$ cat config.mk
export PLATFORM = sky130hd
export DESIGN_NAME = sdcc_core
export DESIGN_NICKNAME = d
export VERILOG_FILES = /design/src/core/sdcc_pkg.sv /design/src/core/sdcc_core.sv /design/src/core/sdcc_fifo.sv
export SDC_FILE = /design/constraint.sdc
export NUM_CORES = 1
export LEC_CHECK = 0
export BUFFER_PORTS_ARGS = -buffer_cell sky130_fd_sc_hd__buf_2
export CORE_AREA = 2 2 193 232
export CTS_CLUSTER_DIAMETER = 200
export DETAILED_ROUTE_END_ITERATION = 16
export DIE_AREA = 0 0 195 234
export GPL_ROUTABILITY_DRIVEN = 0
export SLEW_MARGIN = 10
export SYNTH_ARGS = -nofsm -noshare
export SYNTH_HDL_FRONTEND = slang
export SYNTH_HIERARCHICAL = 1
export SYNTH_SLANG_ARGS = --single-unit
$ cat constraint.sdc
create_clock -name sys_clk -period 5.3 [get_ports sys_clk]
set_input_delay 0.53 -clock sys_clk [delete_from_list [all_inputs] [get_ports sys_clk]]
set_output_delay 0.53 -clock sys_clk [all_outputs]
set_load 0.005 [all_outputs]
$ cat src/core/sdcc_pkg.sv
// sdcc_pkg: constants for the sigma-delta conversion control block
package sdcc_pkg;
  // -------------------------------------------------------------------------
  // system mode codes
  // -------------------------------------------------------------------------
  localparam logic [2:0] SDCC_SM_IDLE   = 3'h0;
  localparam logic [2:0] SDCC_SM_FULCAL = 3'h1;
  localparam logic [2:0] SDCC_SM_SINGLE = 3'h2;
  localparam logic [2:0] SDCC_SM_CONT   = 3'h3;
  localparam logic [2:0] SDCC_SM_OFFINT = 3'h4;
  localparam logic [2:0] SDCC_SM_GAININT = 3'h5;
  localparam logic [2:0] SDCC_SM_OFFSYS = 3'h6;
  localparam logic [2:0] SDCC_SM_GAINSYS = 3'h7;
  // -------------------------------------------------------------------------
  // register addresses (8-bit special function register space)
  // -------------------------------------------------------------------------
  localparam logic [7:0] SDCC_A_CTRL   = 8'hF4; // polarity, burnout, gain
  localparam logic [7:0] SDCC_A_CFG    = 8'hFB; // filter select
  localparam logic [7:0] SDCC_A_MODE   = 8'hF3; // system mode
  localparam logic [7:0] SDCC_A_CLKDIV = 8'hF7;
  localparam logic [7:0] SDCC_A_DECH   = 8'h9B;
  localparam logic [7:0] SDCC_A_DECL   = 8'h9A;
  localparam logic [7:0] SDCC_A_DAC    = 8'hBF;
  localparam logic [7:0] SDCC_A_STA    = 8'hE8; // status
  localparam logic [7:0] SDCC_A_SH     = 8'hE0; // slow result high
  localparam logic [7:0] SDCC_A_SM     = 8'hE1;
  localparam logic [7:0] SDCC_A_SL     = 8'hE2;
  localparam logic [7:0] SDCC_A_FH     = 8'hE3; // fast result high
  localparam logic [7:0] SDCC_A_FM     = 8'hE4;
  localparam logic [7:0] SDCC_A_FL     = 8'hE5;
  // -------------------------------------------------------------------------
  // field positions and reset values
  // -------------------------------------------------------------------------
  localparam int SDCC_B_POL   = 4;
  localparam int SDCC_B_BCE   = 3;
  localparam int SDCC_B_ISEL  = 4;
  localparam int SDCC_B_EN    = 7;
  localparam int SDCC_B_DACS  = 7;
  // status bits
  localparam int SDCC_B_BUSY  = 7;
  localparam int SDCC_B_DONE  = 5;
  localparam int SDCC_B_ERR   = 3;
  localparam int SDCC_B_OVR   = 2;
  localparam int SDCC_B_S3C   = 1;
  localparam int SDCC_B_FFC   = 0;
  localparam int SDCC_B_CALX  = 4; // calibration out of range input latch
  localparam logic [7:0]  SDCC_CTRL_RST = 8'h10;
  localparam logic [7:0]  SDCC_CFG_RST  = 8'h00;
  localparam logic [7:0]  SDCC_MODE_RST = 8'h00;
  localparam logic [7:0]  SDCC_DAC_RST  = 8'h00;
  localparam logic [7:0]  SDCC_CLK_RST  = 8'h00;
  localparam logic [10:0] SDCC_DEC_RST  = 11'h7FF;
  localparam logic [10:0] SDCC_DEC_MIN  = 11'h013; // smallest accepted ratio
  localparam logic [1:0]  SDCC_SINC3_PERIODS = 2'h3;
  localparam logic [6:0]  SDCC_OSR = 7'h7F; // modulator samples per tick - 1
  localparam logic [23:0] SDCC_MID = 24'h800000;
endpackage
$ cat src/core/sdcc_core.sv
// sdcc_core: conversion sequencing, filters, result and status registers
`timescale 1ns/100ps
`default_nettype none
module sdcc_core
  import sdcc_pkg::*;
#(
  parameter int FIFO_DEPTH = 4
) (
  // clock and reset
  input  wire logic        sys_clk,
  input  wire logic        sys_rst,
  // register port
  input  wire logic [7:0]  reg_addr,
  input  wire logic        reg_wr,
  input  wire logic [7:0]  reg_wdata,
  input  wire logic        reg_rd,
  output logic [7:0]       reg_rdata,
  // modulator bitstream from analog front end
  input  wire logic        mod_bit,
  input  wire logic        cal_range_err,
  // analog controls
  output logic             modulator_clk,
  output logic             burnout_enable_bit,
  output logic             offset_dac_sign,
  output logic [6:0]       offset_dac_magnitude,
  output logic             offset_dac_load,
  output logic [2:0]       pga_gain,
  output logic             vref_external,
  // result stream out (bit 24 flags fast filter)
  output logic             res_valid,
  input  wire logic        res_ready,
  output logic [24:0]      res_data
);
  // -------------------------------------------------------------------------
  // state
  // -------------------------------------------------------------------------
  typedef enum logic [2:0] {
    SDCC_IDLE = 3'b001,
    SDCC_CONV = 3'b010,
    SDCC_CAL  = 3'b100
  } sdcc_state_t;

  sdcc_state_t  st_r;
  logic [7:0]   ctrl_r;
  logic [7:0]   cfg_r;
  logic [2:0]   system_mode_field_r;
  logic         enable_r;
  logic [7:0]   clkdiv_r;
  logic [10:0]  deci_r;
  logic [7:0]   offset_dac_setting_r;
  logic [23:0]  slow_res_r;
  logic [23:0]  fast_res_r;
  logic         conversion_done_flag_r;
  logic         overrun_flag_r;
  logic         slow_filter_clip_flag_r;
  logic         fast_filter_clip_flag_r;
  logic         cal_err_r;
  logic         mod_s1_r;
  logic         mod_s2_r;
  logic         cal_s1_r;
  logic         cal_s2_r;
  logic [7:0]   div_cnt_r;
  logic         mdclk_r;
  logic [6:0]   osr_cnt_r;
  logic [10:0]  dec_cnt_r;
  logic [1:0]   periods_r;
  logic [25:0]  acc_r;
  logic [25:0]  hist_r [3];
  logic         acc_ovf_r;
  logic         slow_ovf_r;

  logic         mode_wr;
  logic         md_tick;
  logic         sample_tick;
  logic         period_end;
  logic         conv_busy;
  logic         slow_ready;
  logic         sel_done;
  logic         done_clr;
  logic [10:0]  deci_eff;
  logic [26:0]  acc_sum;
  logic [27:0]  slow_sum;
  logic [23:0]  fast_word;
  logic [23:0]  slow_word;
  logic         fifo_in_ready;
  logic         fifo_push;

  // -------------------------------------------------------------------------
  // register writes
  // -------------------------------------------------------------------------
  assign mode_wr  = reg_wr && (reg_addr == SDCC_A_MODE);
  assign done_clr = reg_wr && (reg_addr == SDCC_A_STA) && !reg_wdata[SDCC_B_DONE];

  // configuration registers, only changed while idle
  always_ff @(posedge sys_clk) begin
    if (sys_rst) begin
      ctrl_r   <= SDCC_CTRL_RST;
      cfg_r    <= SDCC_CFG_RST;
      clkdiv_r <= SDCC_CLK_RST;
      deci_r   <= SDCC_DEC_RST;
    end else if (reg_wr && st_r == SDCC_IDLE) begin
      unique case (reg_addr)
        SDCC_A_CTRL:   ctrl_r <= {3'h0, reg_wdata[4:0]};
        SDCC_A_CFG:    cfg_r <= {3'h0, reg_wdata[4], 1'b0, reg_wdata[2], 2'h0};
        SDCC_A_CLKDIV: clkdiv_r <= reg_wdata;
        SDCC_A_DECH:   deci_r[10:8] <= reg_wdata[2:0];
        SDCC_A_DECL:   deci_r[7:0] <= reg_wdata;
        default: ;
      endcase
    end
  end

  // offset dac setting; every write while idle loads the dac
  always_ff @(posedge sys_clk) begin
    if (sys_rst) begin
      offset_dac_setting_r <= SDCC_DAC_RST;
      offset_dac_load      <= 1'b0;
    end else begin
      offset_dac_load <= 1'b0;
      if (reg_wr && reg_addr == SDCC_A_DAC && st_r == SDCC_IDLE) begin
        offset_dac_setting_r <= reg_wdata;
        offset_dac_load      <= 1'b1;
      end
    end
  end

  // mode register; hardware returns single mode to idle
  always_ff @(posedge sys_clk) begin
    if (sys_rst) begin
      system_mode_field_r <= SDCC_SM_IDLE;
      enable_r            <= 1'b0;
    end else if (mode_wr) begin
      enable_r            <= reg_wdata[SDCC_B_EN];
      system_mode_field_r <= reg_wdata[SDCC_B_EN] ? reg_wdata[2:0] : SDCC_SM_IDLE;
    end else if (sel_done && system_mode_field_r == SDCC_SM_SINGLE) begin
      system_mode_field_r <= SDCC_SM_IDLE;
    end
  end

  // analog control outputs
  assign burnout_enable_bit   = ctrl_r[SDCC_B_BCE];
  assign offset_dac_sign      = offset_dac_setting_r[SDCC_B_DACS];
  assign offset_dac_magnitude = offset_dac_setting_r[6:0];
  assign pga_gain             = ctrl_r[2:0];
  assign vref_external        = cfg_r[2];
  assign modulator_clk        = mdclk_r;

  // -------------------------------------------------------------------------
  // input synchronisers
  // -------------------------------------------------------------------------
  always_ff @(posedge sys_clk) begin
    if (sys_rst) begin
      mod_s1_r <= 1'b0;
      mod_s2_r <= 1'b0;
      cal_s1_r <= 1'b0;
      cal_s2_r <= 1'b0;
    end else begin
      mod_s1_r <= mod_bit;
      mod_s2_r <= mod_s1_r;
      cal_s1_r <= cal_range_err;
      cal_s2_r <= cal_s1_r;
    end
  end

  // -------------------------------------------------------------------------
  // modulator clock and conversion period timing
  // -------------------------------------------------------------------------
  assign md_tick     = (div_cnt_r == clkdiv_r);
  assign sample_tick = md_tick && (osr_cnt_r == SDCC_OSR);
  assign deci_eff    = (deci_r < SDCC_DEC_MIN) ? SDCC_DEC_MIN : deci_r;
  assign period_end  = sample_tick && (dec_cnt_r == deci_eff) && st_r == SDCC_CONV;

  // system clock divider
  always_ff @(posedge sys_clk) begin
    if (sys_rst) begin
      div_cnt_r <= '0;
      mdclk_r   <= 1'b0;
    end else begin
      div_cnt_r <= md_tick ? '0 : div_cnt_r + 1'b1;
      if (md_tick) begin
        mdclk_r <= ~mdclk_r;
      end
    end
  end

  // sample and decimation counters, restarted with each new run
  always_ff @(posedge sys_clk) begin
    if (sys_rst || mode_wr) begin
      osr_cnt_r <= '0;
      dec_cnt_r <= '0;
    end else if (st_r == SDCC_CONV && md_tick) begin
      osr_cnt_r <= osr_cnt_r + 1'b1;
      if (sample_tick) begin
        dec_cnt_r <= (dec_cnt_r == deci_eff) ? '0 : dec_cnt_r + 1'b1;
      end
    end
  end

  // -------------------------------------------------------------------------
  // sequencer
  // -------------------------------------------------------------------------
  assign conv_busy = (st_r != SDCC_IDLE);
  assign slow_ready = period_end && (periods_r == SDCC_SINC3_PERIODS - 2'h1);
  assign sel_done  = cfg_r[SDCC_B_ISEL] ? period_end : slow_ready;

  always_ff @(posedge sys_clk) begin
    if (sys_rst) begin
      st_r <= SDCC_IDLE;
    end else if (mode_wr) begin
      // any mode write aborts what runs and restarts from scratch
      unique case (reg_wdata[2:0])
        SDCC_SM_IDLE:                st_r <= SDCC_IDLE;
        SDCC_SM_SINGLE, SDCC_SM_CONT: st_r <= reg_wdata[SDCC_B_EN] ? SDCC_CONV : SDCC_IDLE;
        default:                     st_r <= reg_wdata[SDCC_B_EN] ? SDCC_CAL : SDCC_IDLE;
      endcase
    end else if (st_r == SDCC_CONV && sel_done && system_mode_field_r == SDCC_SM_SINGLE) begin
      st_r <= SDCC_IDLE;
    end
  end

  // count completed periods up to one below the slow filter depth
  always_ff @(posedge sys_clk) begin
    if (sys_rst || mode_wr) begin
      periods_r <= '0;
    end else if (period_end && periods_r != SDCC_SINC3_PERIODS - 2'h1) begin
      periods_r <= periods_r + 1'b1;
    end
  end

  // -------------------------------------------------------------------------
  // filters: fast integrates one period, slow sums the last three
  // -------------------------------------------------------------------------
  assign acc_sum  = {1'b0, acc_r} + 27'(mod_s2_r);
  assign slow_sum = {2'h0, hist_r[0]} + {2'h0, hist_r[1]} + {2'h0, hist_r[2]};

  always_ff @(posedge sys_clk) begin
    if (sys_rst || mode_wr) begin
      acc_r     <= '0;
      acc_ovf_r <= 1'b0;
    end else if (period_end) begin
      acc_r     <= '0;
      acc_ovf_r <= 1'b0;
    end else if (sample_tick) begin
      acc_r <= acc_sum[25:0];
      if (acc_sum[26]) begin
        acc_ovf_r <= 1'b1;
      end
    end
  end

  // three-period history of the fast sums
  for (genvar i = 0; i < 3; i++) begin : g_hist
    always_ff @(posedge sys_clk) begin
      if (sys_rst || mode_wr) begin
        hist_r[i] <= '0;
      end else if (period_end) begin
        hist_r[i] <= (i == 0) ? acc_r : hist_r[(i == 0) ? 0 : i-1];
      end
    end
  end

  assign slow_ovf_r = slow_sum[27];

  // take 24-bit words from the sums (slow sum divided by 4); bipolar flips the msb
  function automatic logic [23:0] sdcc_code(input logic [23:0] raw, input logic bip);
    sdcc_code = bip ? (raw ^ SDCC_MID) : raw;
  endfunction

  assign fast_word = sdcc_code(acc_r[23:0], ctrl_r[SDCC_B_POL]);
  assign slow_word = sdcc_code(slow_sum[25:2], ctrl_r[SDCC_B_POL]);

  // result registers written at every period end regardless of errors
  always_ff @(posedge sys_clk) begin
    if (sys_rst) begin
      fast_res_r <= '0;
      slow_res_r <= '0;
    end else if (period_end) begin
      fast_res_r <= fast_word;
      slow_res_r <= slow_word;
    end
  end

  // -------------------------------------------------------------------------
  // status flags; a set in the same cycle wins over a clear
  // -------------------------------------------------------------------------
  always_ff @(posedge sys_clk) begin
    if (sys_rst) begin
      conversion_done_flag_r  <= 1'b0;
      overrun_flag_r          <= 1'b0;
      slow_filter_clip_flag_r <= 1'b0;
      fast_filter_clip_flag_r <= 1'b0;
      cal_err_r               <= 1'b0;
    end else begin
      if (sel_done) begin
        conversion_done_flag_r <= 1'b1;
      end else if (done_clr) begin
        conversion_done_flag_r <= 1'b0;
      end
      if (sel_done && conversion_done_flag_r) begin
        overrun_flag_r <= 1'b1;
      end else if (mode_wr) begin
        overrun_flag_r <= 1'b0;
      end
      if (period_end && slow_ovf_r) begin
        slow_filter_clip_flag_r <= 1'b1;
      end else if (mode_wr) begin
        slow_filter_clip_flag_r <= 1'b0;
      end
      if (period_end && acc_ovf_r) begin
        fast_filter_clip_flag_r <= 1'b1;
      end else if (mode_wr) begin
        fast_filter_clip_flag_r <= 1'b0;
      end
      if (st_r == SDCC_CAL && cal_s2_r) begin
        cal_err_r <= 1'b1;
      end else if (mode_wr) begin
        cal_err_r <= 1'b0;
      end
    end
  end

  // -------------------------------------------------------------------------
  // read mux
  // -------------------------------------------------------------------------
  always_comb begin
    reg_rdata = 8'h00;
    if (reg_rd) begin
      unique case (reg_addr)
        SDCC_A_CTRL:   reg_rdata = ctrl_r;
        SDCC_A_CFG:    reg_rdata = cfg_r;
        SDCC_A_MODE:   reg_rdata = {enable_r, 4'h0, system_mode_field_r};
        SDCC_A_CLKDIV: reg_rdata = clkdiv_r;
        SDCC_A_DECH:   reg_rdata = {5'h00, deci_r[10:8]};
        SDCC_A_DECL:   reg_rdata = deci_r[7:0];
        SDCC_A_DAC:    reg_rdata = offset_dac_setting_r;
        SDCC_A_STA: begin
          reg_rdata[SDCC_B_BUSY] = conv_busy;
          reg_rdata[SDCC_B_DONE] = conversion_done_flag_r;
          reg_rdata[SDCC_B_CALX] = cal_err_r;
          reg_rdata[SDCC_B_ERR]  = slow_filter_clip_flag_r | fast_filter_clip_flag_r
                                   | overrun_flag_r | cal_err_r;
          reg_rdata[SDCC_B_OVR]  = overrun_flag_r;
          reg_rdata[SDCC_B_S3C]  = slow_filter_clip_flag_r;
          reg_rdata[SDCC_B_FFC]  = fast_filter_clip_flag_r;
        end
        SDCC_A_SH: reg_rdata = slow_res_r[23:16];
        SDCC_A_SM: reg_rdata = slow_res_r[15:8];
        SDCC_A_SL: reg_rdata = slow_res_r[7:0];
        SDCC_A_FH: reg_rdata = fast_res_r[23:16];
        SDCC_A_FM: reg_rdata = fast_res_r[15:8];
        SDCC_A_FL: reg_rdata = fast_res_r[7:0];
        default:   reg_rdata = 8'h00;
      endcase
    end
  end

  // -------------------------------------------------------------------------
  // result stream: the selected filter's word at each done event
  // -------------------------------------------------------------------------
  assign fifo_push = sel_done;

  sdcc_fifo #(
    .W (25),
    .D (FIFO_DEPTH)
  ) u_fifo (
    .sys_clk   (sys_clk),
    .sys_rst   (sys_rst),
    .in_valid  (fifo_push),
    .in_ready  (fifo_in_ready),
    .in_data   ({cfg_r[SDCC_B_ISEL], cfg_r[SDCC_B_ISEL] ? fast_word : slow_word}),
    .out_valid (res_valid),
    .out_ready (res_ready),
    .out_data  (res_data)
  );

  // unused: a full stream drops the word; the registers still hold it
  logic unused_ready;
  assign unused_ready = fifo_in_ready;
endmodule
`default_nettype wire

$ cat src/core/sdcc_fifo.sv
// sdcc_fifo: small valid/ready word buffer
`timescale 1ns/100ps
`default_nettype none
module sdcc_fifo #(
  parameter int W = 25,
  parameter int D = 4
) (
  // clock and reset
  input  wire logic         sys_clk,
  input  wire logic         sys_rst,
  // fill side
  input  wire logic         in_valid,
  output logic              in_ready,
  input  wire logic [W-1:0] in_data,
  // drain side
  output logic              out_valid,
  input  wire logic         out_ready,
  output logic [W-1:0]      out_data
);
  localparam int AW = $clog2(D);
  logic [W-1:0]  mem_r [D];
  logic [AW-1:0] wp_r;
  logic [AW-1:0] rp_r;
  logic [AW:0]   cnt_r;
  logic          push;
  logic          pop;

  // handshakes
  assign in_ready  = (cnt_r != (AW+1)'(D));
  assign out_valid = (cnt_r != '0);
  assign push      = in_valid && in_ready;
  assign pop       = out_valid && out_ready;
  assign out_data  = mem_r[rp_r];

  // storage
  always_ff @(posedge sys_clk) begin
    if (push) begin
      mem_r[wp_r] <= in_data;
    end
  end

  // pointers and count
  always_ff @(posedge sys_clk) begin
    if (sys_rst) begin
      wp_r  <= '0;
      rp_r  <= '0;
      cnt_r <= '0;
    end else begin
      if (push) begin
        wp_r <= (wp_r == AW'(D-1)) ? '0 : wp_r + 1'b1;
      end
      if (pop) begin
        rp_r <= (rp_r == AW'(D-1)) ? '0 : rp_r + 1'b1;
      end
      cnt_r <= cnt_r + (AW+1)'(push) - (AW+1)'(pop);
    end
  end
endmodule
`default_nettype wire

==> flow_summary.json, run 1 <==
{
  "fmax_mhz": 236,
  "cp.required_ps": 5750,
  "vias_per_cell": 5.52,
  "dieArea_sq_um": 45600,
  "finalCriticalPeriod_ps": 4240,
  "cts_buffers": 38,
  "final-hold-violation-count": 0,
  "place_hpwl_um": 29100,
  "synth.top_cell.area_share_pct": 32.8,
  "antenna_found_initial": 0,
  "final_cell_mix": "edfxtp_1 (178), nand2_1 (166), dfxtp_1 (162)",
  "r2r_slack_ps": 1060,
  "synth_edf_count": 178,
  "start_util_pct": 37.5,
  "cp_max_fo": 6,
  "final_common_cell": "edfxtp_1",
  "cts_tree": "yes",
  "cp-end-kind": "register",
  "max_slew_margin_pct": 12.3,
  "insertedDiodeCount": 0,
  "clock_sinks": 342,
  "cts-root-buf": "clkbuf_16",
  "p_leak_nw": 6.69,
  "dr.pass1.iters": 6,
  "holdBufCountCts": 0,
  "drt-initial-drc-count": 937,
  "ir_drop_uv": 209,
  "syn_area_sq_um": 16300,
  "track_usage_pct": 18.6,
  "slew_viol_final": 0,
  "clkTransAtPathRegs_ps": 60,
  "core_sq_um": 43500,
  "port_buffers": 71,
  "start_kind": "register",
  "fp.dieW_um": 195,
  "cts_setup_buffers": 0,
  "cts_resized": 0,
  "tightest_slew_ps": 1300,
  "synth-seq-cells": 342,
  "post_dp_cell_area_sq_um": 17100,
  "num_io_pins": 72,
  "htree_levels": 2,
  "hold_class": "input pin to register",
  "grt-ovfl-total": 0,
  "seq_area_frac_synth_pct": 52.9,
  "met3_length_um": 2470,
  "wl_per_cell_um": 19.9,
  "synth_nets": 1576,
  "grt_pass1_wl_um": 66500,
  "drive_gt1_share_pct": 13.2,
  "fin_crit_sh_pct": 80.0,
  "finalSetupViolCount": 0,
  "syn_avg_cell_area_sq_um": 11.0,
  "num_rows": 84,
  "dp_worst_setup_slack_ps": 1110,
  "fin_nets": 1616,
  "ys_types": 82,
  "area_delta_synth_final_pct": 12.9,
  "grt_pass1_vias": 11534,
  "clock_latency_ps": 540,
  "async_reset_ff_share_pct": 0,
  "die_y_um": 234,
  "fillers": 4183,
  "finalInstanceArea_sq_um": 18400,
  "critPathKind": "register to register",
  "drv_cap": 0,
  "synth.largest_area_cell": "edfxtp_1",
  "rsz0062_at_grt": "no",
  "yosys_most_used_dff": "edfxtp_1",
  "power_density_nw_per_um2": 364,
  "num_vias": 11675,
  "ctsLongestPathBuffers": 3,
  "synthTopCellsByArea": "edfxtp_1 (33%), dfxtp_1 (20%), nand2_1 (3.8%)",
  "ys.warnings.count": 6,
  "grt_max_degree": 88,
  "dr.max_layer_used": "met4",
  "drc": 0,
  "tns_ps": 0,
  "arrival_ps": 4700,
  "ant_nets": 0,
  "skew_ps": 20.0,
  "synthCells": 1488,
  "wirelength_met1_um": 19100,
  "outcome": "complete, no violations",
  "layout_setup_ws_ps": 1060,
  "wl_met2_um": 19300,
  "drt_wl_total_um": 42000
}
-- power breakdown --
group | switching [mW] | internal, mW | leakage (nW)
logic | 0.585 | 0.390 | 3.10
registers | 0.0734 | 2.94 | 2.96
clock network | 1.06 | 1.66 | 0.629
-- cells by family after synthesis --
| kind of cell | after synthesis | synth area share [%] |
|---|---|---|
| XOR/XNOR | 77 | 4.22 |
| AO/OA/AOI/OAI | 253 | 10.4 |
| multiplexers | 50 | 5.03 |
| buffers and inverters | 112 | 3.08 |
| adder cells (fa/ha/maj) | 65 | 6.23 |
| flip-flops | 342 | 52.9 |
| AND/OR/NAND/NOR | 589 | 18.2 |
-- layout make-up --
class | instances | area [sq um] | share of cell area [%]
clock inverter | 17 | 188 | 1.02
sequential | 342 | 8630 | 46.9
clock buffer | 52 | 1110 | 6.01
multi-input combinational | 1034 | 7190 | 39.1
inverter | 22 | 82.6 | 0.448
tap | 559 | 699 | 3.80
timing repair buffer | 90 | 513 | 2.79
-- registers in the layout (all words and copies together), names as in the netlist, 8 cells and up, named ones only --
name,cells
clkdiv_r,8
slow_res_r,24
deci_r,11
dec_cnt_r,11
u_fifo/mem_r,100
offset_dac_setting_r,8
fast_res_r,24
hist_r,78
div_cnt_r,8
acc_r,26
-- cell usage after synthesis, drive strengths merged (4+ instances only) --
master / n
or3: 18
clkbuf: 60
and2: 16
a31oi: 8
ha: 38
mux2i: 20
a2111oi: 4
nand3: 63
xnor2: 40
o21a: 8
o21bai: 4
mux2: 5
or2: 4
nor2: 118
inv: 21
a21o: 11
nor3: 27
nor4: 8
mux4: 25
nand2b: 11
or4: 9
a211oi: 11
o21ai: 48
edfxtp: 178
a22oi: 16
nand4: 18
fa: 27
dfxtp: 164
nor3b: 4
o211ai: 7
and4: 4
xor2: 36
nor4b: 4
a211o: 5
buf: 30
a22o: 4
and3: 97
a222oi: 10
a21oi: 79
a221oi: 12
nor2b: 12
o31ai: 8
nand2: 168
-- metal layers --
layer	GRT usage, %	up-vias
met3	3.01	79
met2	30.2	364
met4	6.25	0
met5	0	-
met1	25.4	5686
li1	-	5546
-- through the flow --
stage | power [mW] | utilization (%) | hold WS, ps | cells
finish | 6.71 | 42.3 | 228 | 2116
global route | 6.99 | 42.3 | 227 | 2116
CTS | 6.76 | 42.3 | 218 | 2116
detailed placement | 4.04 | 39.3 | 428 | 2047
global placement | 4.02 | 39.3 | 430 | 2047
floorplan | 3.73 | - | 414 | 1488
-- worst max-delay path, cell delays in order, from the launching register on --
cell,delay (ps)
dfxtp_1,340
or4_4,580
a2111oi_4,400
o21ai_1,150
a221o_1,360
nor4_4,230
o21ai_0,340
inv_1,270
nand2_2,110
ha_1,280
inv_1,50
ha_1,130
inv_1,50
fa_1,400
xor2_1,160
and2_1,160
nor3_1,140
-- path summary, 6_finish.rpt --
kind                            from                    endpoint  depth (start not counted)
min reg2reg      mod_s1_r$_SDFF_PP0_         mod_s2_r$_SDFF_PP0_                          1
max reg2reg  deci_r[10]$_SDFFE_PP1P_  u_fifo/cnt_r[2]$_SDFF_PP0_                         16
max          deci_r[10]$_SDFFE_PP1P_  u_fifo/cnt_r[2]$_SDFF_PP0_                         16
min                    cal_range_err         cal_s1_r$_SDFF_PP0_                          2
Note: power is estimated with default switching activity, not from simulation.
==> run 2, diff against run 1 <==
==> constraint.sdc (replaced) <==
create_clock -name sys_clk -period 4 [get_ports sys_clk]
set_input_delay 0.4 -clock sys_clk [delete_from_list [all_inputs] [get_ports sys_clk]]
set_output_delay 0.4 -clock sys_clk [all_outputs]
set_load 0.005 [all_outputs]
==> run 2 against run 1 <==
  * Setup slack worse by 810 ps
  * Routed wire length is 1.9% lower
  * First-iteration DRC count grew 6.2%
  * Sequential power rose by 33%
  * Maximum frequency grew 13%
  * Global-route usage decreased by 0.39 points
  * Non-clock buffer count increased by 21
  * Largest cell class unchanged
  * Largest power group unchanged
  * Die area stayed put
  * Clock power grew 36%
  * Power rose by 34%
  * Register-to-register slack worse by 810 ps
  * Critical path depth is the same
==> flow_summary.json, run 2 (synthesis results as in run 1) <==
{
  "critPathTopFamily": "simple AND/OR/NAND/NOR gates",
  "hold_class": "input pin to register",
  "power_density_nw_per_um2": 484,
  "cp_common_cell": "inv_1",
  "insertedDiodeCount": 0,
  "wl_per_cell_um": 19.3,
  "critPathKind": "register to register",
  "rsz0062_at_grt": "no",
  "r2r_slack_ps": 250,
  "cts_buffers": 38,
  "clock_sinks": 342,
  "clkTransAtPathRegs_ps": 60,
  "cp_slowest_cell": "or4_4",
  "reg2reg_depth": 16,
  "path_cells": "or4_4 -> a2111oi_4 -> o21ai_1 -> a221o_1 -> nor4_4 -> o21ai_0 -> inv_1 -> nand2_2 -> ha_1 -> inv_1 -> ha_1 -> inv_1 -> fa_1 -> xor2_1 -> and2_1 -> nor3_1",
  "regArea_sq_um": 8630,
  "dieArea_sq_um": 45600,
  "grt-ovfl-total": 0,
  "max_flop_register": "u_fifo/mem_r",
  "layout_setup_ws_ps": 248,
  "cts_tree": "yes",
  "vias_per_cell": 5.49,
  "worstHoldPathCells": 2,
  "cp-end-kind": "register",
  "final-hold-violation-count": 0,
  "max_slew_margin_pct": 37.5,
  "place_hpwl_um": 28700,
  "drv_cap": 0,
  "worstHoldEndpoint": "cal_s1_r$_SDFF_PP0_",
  "reg2reg_from": "deci_r[10]$_SDFFE_PP1P_",
  "largest_reg_flops": 100,
  "grt_pass1_vias": 11610,
  "timing.rr.end": "u_fifo/cnt_r[2]$_SDFF_PP0_",
  "cp_max_fo": 4,
  "start_kind": "register",
  "p_leak_nw": 6.82,
  "ant_nets": 0,
  "multi_input_area_sq_um": 7190,
  "start_util_pct": 37.5,
  "finalSetupViolCount": 0,
  "grt_pass1_wl_um": 65300,
  "drt-initial-drc-count": 995,
  "total_power_mw": 9.01,
  "fmax_mhz": 266,
  "slowest_delay_ps": 560,
  "die_y_um": 234,
  "cp_num_buf_inv": 3,
  "core_sq_um": 43500,
  "grt_max_degree": 88,
  "finalCriticalPeriod_ps": 3750,
  "largest_registers": "u_fifo/mem_r (100), hist_r (78), acc_r (26)",
  "whs_ps": 87.2,
  "num_rows": 84,
  "drive_gt1_share_pct": 14.5,
  "tightest_slew_ps": 937,
  "fp.dieW_um": 195,
  "ir_drop_uv": 264,
  "tns_ps": 0,
  "ctsLongestPathBuffers": 3,
  "arrival_ps": 4200,
  "antenna_found_initial": 0,
  "slew_viol_final": 0,
  "num_vias": 11719,
  "port_buffers": 71,
  "htree_levels": 2,
  "finalInstanceArea_sq_um": 18600,
  "area_delta_synth_final_pct": 14.2,
  "dr.pass1.iters": 6,
  "fin_crit_sh_pct": 93.8,
  "fillers": 4157,
  "clock_latency_ps": 530,
  "final_cell_mix": "edfxtp_1 (178), nand2_1 (166), dfxtp_1 (162)",
  "fin_nets": 1637,
  "dp_worst_setup_slack_ps": 135,
  "post_dp_cell_area_sq_um": 17300,
  "cp.required_ps": 4450,
  "cts-root-buf": "clkbuf_16",
  "hold_start": "cal_range_err",
  "skew_ps": 19.4,
  "drt_wl_total_um": 41200,
  "final_common_cell": "edfxtp_1",
  "outcome": "complete, no violations",
  "drc": 0,
  "num_io_pins": 72,
  "track_usage_pct": 18.2
}
==> run 2: changes by cell type in the layout (fill, tap and decap cells not counted), moves of 2 or more <==
cell / before / now
clkinv_1: 5 / 3
clkinv_4: 0 / 2
clkinv_2: 6 / 4
inv_6: 0 / 3
bufinv_16: 4 / 6
buf_4: 19 / 38
clkbuf_16: 41 / 39
buf_12: 1 / 3
==> run 2: final cells by class <==
| cell class | instances | area share [%] |
|---|---|---|
| Inverter | 22 | 0.443 |
| Sequential cell | 342 | 46.3 |
| Multi-Input combinational cell | 1034 | 38.6 |
| Clock buffer | 49 | 5.66 |
| Timing Repair Buffer | 111 | 3.74 |
| Clock inverter | 19 | 1.43 |
| Tap cell | 559 | 3.76 |
==> run 2: how the worst max path moves through the flow <==
stage | from | end | slack (ps) | cells past startpoint
2_1_floorplan | deci_r[10]$_SDFFE_PP1P_ | u_fifo/cnt_r[2]$_SDFF_PP0_ | 110 | 17
3_3_place_gp | deci_r[10]$_SDFFE_PP1P_ | u_fifo/cnt_r[2]$_SDFF_PP0_ | 180 | 16
3_5_place_dp | deci_r[10]$_SDFFE_PP1P_ | u_fifo/cnt_r[2]$_SDFF_PP0_ | 140 | 16
4_1_cts | deci_r[10]$_SDFFE_PP1P_ | u_fifo/cnt_r[2]$_SDFF_PP0_ | 100 | 16
5_1_grt | deci_r[10]$_SDFFE_PP1P_ | u_fifo/cnt_r[2]$_SDFF_PP0_ | 10 | 16
6_report | deci_r[10]$_SDFFE_PP1P_ | u_fifo/cnt_r[2]$_SDFF_PP0_ | 250 | 16
==> run 2: power breakdown <==
part	internal, mW	switching, mW
sequential	3.89	0.0971
clock	2.26	1.44
combinational	0.544	0.776
==> run 2: through the flow <==
stage               utilization [%]  cells
finish                         42.8   2136
global route                   42.8   2136
CTS                            42.8   2136
detailed placement             39.8   2068
global placement               39.8   2068
floorplan                         -   1488
==> run 2: layer usage <==
metal	wire (um)	track usage (%)
met1	18400	23.9
met2	18900	29.5
met3	2300	3.32
met4	1610	8.02
met5	0	0
==> run 2: what timing repair did <==
item,CTS,global route
gates resized for setup,0,0
setup buffers,0,0
setup endpoints to repair,0,1
hold buffers,0,0
